--- src/include/spfs_map.vh ---
`ifndef SPFS_MAP_VH
`define SPFS_MAP_VH
// array geometry
`define SPFS_ROW_WORDS        64
`define SPFS_ROW_BYTES        192
`define SPFS_PAGE_ROWS        8
`define SPFS_PAGE_WORDS       512
`define SPFS_PAGE_BYTES       1536
`define SPFS_WORD_BITS        24
// control register fields
`define SPFS_CTL_START_BIT    15
`define SPFS_CTL_ERASE_BIT    6
`define SPFS_CTL_OP_LSB       0
`define SPFS_CTL_OP_MSB       3
`define SPFS_CTL_RESET        16'h0000
// operation codes in the op field
`define SPFS_OP_WORD_PROG     4'h3
`define SPFS_OP_PAGE_ERASE    4'h2
// unlock key values
`define SPFS_KEY_FIRST        8'h55
`define SPFS_KEY_SECOND       8'hAA
// timing: 355 oscillator cycles at 7.37 MHz, i.e. 7370 kHz
`define SPFS_OSC_CYCLES       355
`define SPFS_OSC_KHZ          7370
`define SPFS_MCLK_KHZ         20000
`define SPFS_RC_DIV           ((`SPFS_MCLK_KHZ + `SPFS_OSC_KHZ - 1) / `SPFS_OSC_KHZ)
`endif

--- src/design/spfs_sequencer.v ---
`timescale 1ns/10ps
`include "spfs_map.vh"
module spfs_sequencer #(
	parameter WADDR = 23,
	parameter LAST_PAGE = 8'h15
) (
	input  wire        mclk,
	input  wire        nrst,
	input  wire        ctl_wr,
	input  wire [15:0] ctl_wdata,
	input  wire        key_wr,
	input  wire [7:0]  key_wdata,
	input  wire [WADDR-1:0] tgt_addr,
	input  wire [23:0] tgt_data,
	output reg  [15:0] ctl_rdata,
	output reg         cpu_stall,
	output reg         arr_erase,
	output reg         arr_prog,
	output reg  [WADDR-1:0] arr_addr,
	output reg  [23:0] arr_wdata,
	output reg         cfg_clear,
	output reg         op_done
);
	localparam ST_IDLE   = 2'b00;
	localparam ST_BUSY   = 2'b01;
	localparam ST_DONE   = 2'b10;
	localparam KEY_NONE  = 2'b00;
	localparam KEY_HALF  = 2'b01;
	localparam KEY_ARMED = 2'b11;

	// bits below the page number, from the row geometry
	function integer log2_of;
		input integer v;
		integer       i;
		begin
			log2_of = 0;
			for (i = v; i > 1; i = i / 2)
				log2_of = log2_of + 1;
		end
	endfunction

	localparam PAGE_WORDS = `SPFS_PAGE_ROWS * `SPFS_ROW_WORDS;
	localparam PG_SHIFT   = log2_of(PAGE_WORDS);
	localparam OSC_LAST   = `SPFS_OSC_CYCLES - 1;

	reg [1:0]       state_r;
	reg [1:0]       state_nxt;
	reg [15:0]      ctl_r;
	reg [15:0]      ctl_nxt;
	reg [1:0]       key_r;
	reg [1:0]       key_nxt;
	reg [8:0]       osc_cnt_r;
	reg [8:0]       osc_cnt_nxt;
	reg             stall_nxt;
	reg             erase_nxt;
	reg             prog_nxt;
	reg [WADDR-1:0] addr_nxt;
	reg [23:0]      wdata_nxt;
	reg             cfg_nxt;
	reg             done_nxt;
	wire            rc_tick;
	wire            rc_run;
	wire [3:0]      op_sel;
	wire            op_ok;
	wire            start_req;

	// operation field of a control word
	function [3:0] op_field;
		input [15:0] w;
		op_field = w[`SPFS_CTL_OP_MSB:`SPFS_CTL_OP_LSB];
	endfunction

	function op_is_erase;
		input [3:0] op;
		op_is_erase = (op == `SPFS_OP_PAGE_ERASE);
	endfunction

	function op_is_prog;
		input [3:0] op;
		op_is_prog = (op == `SPFS_OP_WORD_PROG);
	endfunction

	// word address of the first word of the page holding a
	function [WADDR-1:0] page_base;
		input [WADDR-1:0] a;
		page_base = {a[WADDR-1:PG_SHIFT], {PG_SHIFT{1'b0}}};
	endfunction

	// wiping the last page also drops the configuration words
	function last_page;
		input [WADDR-1:0] a;
		last_page = (a[WADDR-1:PG_SHIFT] == LAST_PAGE);
	endfunction

	assign op_sel    = op_field(ctl_wdata);
	assign op_ok     = op_is_erase(op_sel) || op_is_prog(op_sel);
	assign rc_run    = (state_r == ST_BUSY);
	// a refused start only stores the other control bits
	assign start_req = ctl_wr && ctl_wdata[`SPFS_CTL_START_BIT] && key_r == KEY_ARMED && op_ok;

	spfs_rc_tick u_tick (
		.mclk (mclk),
		.nrst (nrst),
		.run  (rc_run),
		.tick (rc_tick)
	);

	// only the arming state is kept, so no key value can ever be read back
	always @* begin
		key_nxt = key_r;
		if (key_wr) begin
			if (key_wdata == `SPFS_KEY_FIRST)
				key_nxt = KEY_HALF;
			else if (key_wdata == `SPFS_KEY_SECOND && key_r == KEY_HALF)
				key_nxt = KEY_ARMED;
			else
				key_nxt = KEY_NONE;
		end else if (ctl_wr) begin
			// a control write consumes the arming, used or not, unless a key write comes in the same cycle
			key_nxt = KEY_NONE;
		end
	end

	always @* begin
		state_nxt   = state_r;
		ctl_nxt     = ctl_r;
		osc_cnt_nxt = osc_cnt_r;
		stall_nxt   = cpu_stall;
		erase_nxt   = arr_erase;
		prog_nxt    = arr_prog;
		addr_nxt    = arr_addr;
		wdata_nxt   = arr_wdata;
		cfg_nxt     = cfg_clear;
		done_nxt    = 1'b0;
		case (state_r)
		ST_IDLE: begin
			if (ctl_wr) begin
				ctl_nxt = ctl_wdata & ~(16'h0001 << `SPFS_CTL_START_BIT);
			end
			if (start_req) begin
				ctl_nxt[`SPFS_CTL_START_BIT] = 1'b1;
				state_nxt   = ST_BUSY;
				stall_nxt   = 1'b1;
				osc_cnt_nxt = 9'h000;
				if (op_is_erase(op_sel)) begin
					erase_nxt = 1'b1;
					addr_nxt  = page_base(tgt_addr);
					cfg_nxt   = last_page(tgt_addr);
				end else begin
					prog_nxt  = 1'b1;
					addr_nxt  = tgt_addr;
					wdata_nxt = tgt_data;
				end
			end
		end
		ST_BUSY: begin
			// writes while busy leave the control word alone and only reach the key tracker: the cpu is stalled anyway
			if (rc_tick) begin
				if ({23'h000000, osc_cnt_r} == OSC_LAST) begin
					state_nxt = ST_DONE;
					erase_nxt = 1'b0;
					prog_nxt  = 1'b0;
					cfg_nxt   = 1'b0;
				end else begin
					osc_cnt_nxt = osc_cnt_r + 9'h001;
				end
			end
		end
		ST_DONE: begin
			ctl_nxt[`SPFS_CTL_START_BIT] = 1'b0;
			stall_nxt = 1'b0;
			done_nxt  = 1'b1;
			state_nxt = ST_IDLE;
		end
		default: begin
			state_nxt = ST_IDLE;
		end
		endcase
	end

	always @(posedge mclk) begin
		if (!nrst) begin
			key_r <= KEY_NONE;
		end else begin
			key_r <= key_nxt;
		end
	end

	always @(posedge mclk) begin
		if (!nrst) begin
			state_r   <= ST_IDLE;
			ctl_r     <= `SPFS_CTL_RESET;
			osc_cnt_r <= 9'h000;
			cpu_stall <= 1'b0;
			arr_erase <= 1'b0;
			arr_prog  <= 1'b0;
			arr_addr  <= {WADDR{1'b0}};
			arr_wdata <= 24'h000000;
			cfg_clear <= 1'b0;
			op_done   <= 1'b0;
			ctl_rdata <= `SPFS_CTL_RESET;
		end else begin
			state_r   <= state_nxt;
			ctl_r     <= ctl_nxt;
			osc_cnt_r <= osc_cnt_nxt;
			cpu_stall <= stall_nxt;
			arr_erase <= erase_nxt;
			arr_prog  <= prog_nxt;
			arr_addr  <= addr_nxt;
			arr_wdata <= wdata_nxt;
			cfg_clear <= cfg_nxt;
			op_done   <= done_nxt;
			ctl_rdata <= ctl_r;
		end
	end
endmodule

--- src/design/spfs_rc_tick.v ---
`timescale 1ns/10ps
`include "spfs_map.vh"
// stand-in for the internal fast rc oscillator: one-cycle enable every SPFS_RC_DIV mclk cycles, at most its rate
module spfs_rc_tick #(
	parameter DIV = `SPFS_RC_DIV
) (
	input  wire       mclk,
	input  wire       nrst,
	input  wire       run,
	output reg        tick
);
	reg [7:0] cnt_r;
	always @(posedge mclk) begin
		if (!nrst || !run) begin
			cnt_r <= 8'h00;
			tick  <= 1'b0;
		end else if (cnt_r == DIV[7:0] - 8'h01) begin
			cnt_r <= 8'h00;
			tick  <= 1'b1;
		end else begin
			cnt_r <= cnt_r + 8'h01;
			tick  <= 1'b0;
		end
	end
endmodule

--- config.mk ---
export PLATFORM = sky130hd
export DESIGN_NAME = spfs_sequencer
export DESIGN_NICKNAME = d
export VERILOG_FILES = /design/src/design/spfs_sequencer.v /design/src/design/spfs_rc_tick.v
export VERILOG_INCLUDE_DIRS = /design/src /design/src/include
export SDC_FILE = /design/constraint.sdc
export NUM_CORES = 1
export LEC_CHECK = 0
export ABC_CLOCK_PERIOD_IN_PS = 1870
export BUFFER_PORTS_ARGS = -buffer_cell sky130_fd_sc_hd__clkbuf_2
export CAP_MARGIN = 20
export CORE_UTILIZATION = 49
export CTS_BUF_LIST = sky130_fd_sc_hd__clkbuf_16
export DETAILED_ROUTE_END_ITERATION = 10
export HOLD_SLACK_MARGIN = 0.02
export PLACE_DENSITY = 0.76
export SYNTH_ARGS = -nofsm -noshare
export SYNTH_HDL_FRONTEND = slang
export SYNTH_SLANG_ARGS = --single-unit
export TNS_END_PERCENT = 50
--- constraint.sdc ---
create_clock -name mclk -period 1.87 [get_ports mclk]
set_input_delay 0.187 -clock mclk [delete_from_list [all_inputs] [get_ports mclk]]
set_output_delay 0.187 -clock mclk [all_outputs]
set_load 0.005 [all_outputs]
==> run_results.csv <==
group,metric,value,unit
floorplanning,core_area,7770,µm²
cells_and_area,fin_nets,678,
power_and_ir_drop,power_density,876,nW/µm²
yosys,synth_seq_cells,106,
timing,tightest_slew,0.549,ns
cells_and_area,final_common_cell,"clkbuf_2",
clocking,numCtsBuffers,9,
cells_and_area,nFillCells,697,
timing,min_period,1.73,ns
timing,max_freq,0.578,GHz
clocking,postCtsSetupRepairBufs,0,
cells_and_area,diodes,0,
clocking,cts_tree,"built",
timing,slew_headroom,0.634,
timing,rsz0062_at_grt,"no",
floorplanning,io_pins,143,
critical_path,cp-start-kind,"register",
critical_path,cp-end-kind,"register",
timing,period_share,0.926,
yosys,yosys_warnings,0,
global_routing,grt_pass1_wl,15.4,mm
cells_and_area,area_growth,28.6,%
power_and_ir_drop,vdd_drop_max,0.000533,V
clocking,htreeDepth,3,
detailed_routing,wl_per_cell,12.9,µm
yosys,netlist_instances,466,
global_routing,grt_pass1_vias,3416,
detailed_routing,drt_iter0_drc,168,
cells_and_area,multi_input_area,1720,µm²
cells_and_area,layout-drive-gt1-share,0.290,
critical_path,worstSetupPathType,"reg2reg",
global_routing,gr-usage-all-layers,0.225,
flow_run,max-cap-violations,0,
cells_and_area,layout_common_cells,"clkbuf_2 (142), dfxtp_1 (106), nand2_1 (104)",
timing,fin_skew,0.00764,ns
clocking,cts.path.max_buffers,2,
min_path,min_path_type,"in2reg",
detailed_routing,routed_wl,9.13,mm
place,place_congestion,0.901,
critical_path,cp.arrival,2.00,ns
yosys,ys_seq_area_frac,0.534,
timing,hold_ws,0.0606,ns
floorplanning,initial_utilization,0.511,
yosys,post_synth_num_cell_types,45,
detailed_routing,drc_errors,0,
yosys,synth_edf_count,0,
yosys,async_flop_share,0,
cells_and_area,final-seq-area,2120,µm²
clocking,insertion_delay,0.34,ns
place,port_buffers,142,
global_routing,grt-ovfl-total,0,
clocking,ctsHoldBuffers,0,
timing,finalMaxSlewViolations,0,
detailed_routing,via_count,3674,
power_and_ir_drop,power_leakage,2.14,nW
global_routing,grt_max_degree,76,
detailed_routing,drt-pass1-iter-count,4,
yosys,syn-num-nets,545,
floorplanning,dieHeight,92.0,µm
timing,setup_viol,0,
clocking,numClockSinks,106,
timing,report.final.hold_viol_count,0,
critical_path,cp_max_fo,8,
clocking,cts_resized,0,
timing,fin_tns_setup,0,ns
yosys,ys.flop_type,"dfxtp_1",
outcome,status,"complete, no violations",
detailed_routing,viasPerCell,5.20,
global_routing,antenna_found_initial,0,
place,dpl.hpwl,6.43,mm
critical_path,worstPathRequired,2.14,ns
clocking,clkTransAtPathRegs,0.08,ns
floorplanning,rows,32,
clocking,cts-root-buf,"clkbuf_16",
detailed_routing,ant_nets,0,
yosys,synth_area,3970,µm²
floorplanning,dieArea,8470,µm²
yosys,synth_area_per_cell,8.52,µm²
floorplanning,die_x,92.0,µm
-- path summary, 6_finish.rpt --
kind                startpoint           end  slack (ns)  cells past startpoint
hold / removal    ctl_wdata[7]      ctl_r[7]        0.06                      3
setup / recovery  osc_cnt_r[0]  osc_cnt_r[8]        0.14                      6
setup reg to reg  osc_cnt_r[0]  osc_cnt_r[8]        0.14                      6
hold reg to reg       ctl_r[1]  ctl_rdata[1]        0.45                      1
-- power breakdown --
group          internal [mW]  total [mW]  switching, mW
sequential              2.28        2.29        0.00975
clock                   1.08        1.98          0.896
combinational         0.0955       0.204          0.108
total                   3.46        4.47           1.01
-- sequential cells by signal, indices dropped and copies added (netlist names), 2 cells and up --
name / flops
arr_wdata: 24
key_r: 2
u_tick.cnt_r: 8
state_r: 2
ctl_r: 16
ctl_rdata: 16
osc_cnt_r: 9
arr_addr: 23
-- routing by layer --
metal,vias up,share of wire,GRT usage
met5,-,0,0
met4,0,0.0079,0.0599
met3,8,0.056,0.0522
met2,107,0.49,0.389
met1,1691,0.44,0.280
li1,1868,-,-
-- synth_stat cells, types with 2 or more instances --
master	instances	area (µm²)
clkbuf_8	2	27.5
xor2_1	5	43.8
nand4_1	4	25.0
nor3_1	3	15.0
buf_2	4	20.0
inv_1	3	11.3
o32ai_1	2	17.5
and3_1	6	37.5
nand2_1	104	390
and4_1	2	17.5
ha_1	4	50.1
nand2b_1	3	18.8
nand3_1	49	245
o21ai_0	3	15.0
nor3b_1	2	15.0
a32o_1	3	30.0
mux2i_1	2	20.0
nor2_1	19	71.3
or3_1	3	18.8
a21oi_1	74	370
dfxtp_1	106	2120
clkbuf_1	23	86.3
and2_1	18	113
-- cells by family (layout without fill, tap and decap cells) --
family          count (synthesis)  count (layout)  share of synthesized area
compound gates                 90              90                      0.125
fa+ha+maj                       4               4                     0.0126
mux                             2               2                    0.00504
flops                         106             106                      0.534
xor+xnor                        6               6                     0.0132
simple gates                  225             225                      0.272
buf+inv                        33             171                     0.0378
-- metrics by stage --
step                area (µm²)  total power [mW]  std cells  utilization  worst slack [ns]
global placement          4770              2.55        690        0.615             0.221
CTS                       5090              4.53        706        0.656             0.117
detailed placement        4770              2.55        690        0.615             0.122
global route              5110              4.62        706        0.658           0.00554
floorplan                 3970              2.44        466            -             0.279
finish                    5110              4.47        706        0.658             0.138
-- layout make-up --
cell class	count	area share
multi-input cells	327	0.336
flip-flops and latches	106	0.415
repair buffers	151	0.157
well taps	102	0.0250
inverters	4	0.00367
clock inverters	7	0.0186
clock buffers	9	0.0441
-- critical path: stages (launching register included) --
cell and delay (ns):
dfxtp_1 0.35, inv_1 0.08, ha_1 0.21, and4_1 0.26, a21o_4 0.27, or3_1 0.34, a31oi_1 0.15
(Power assumes the default switching activity.)
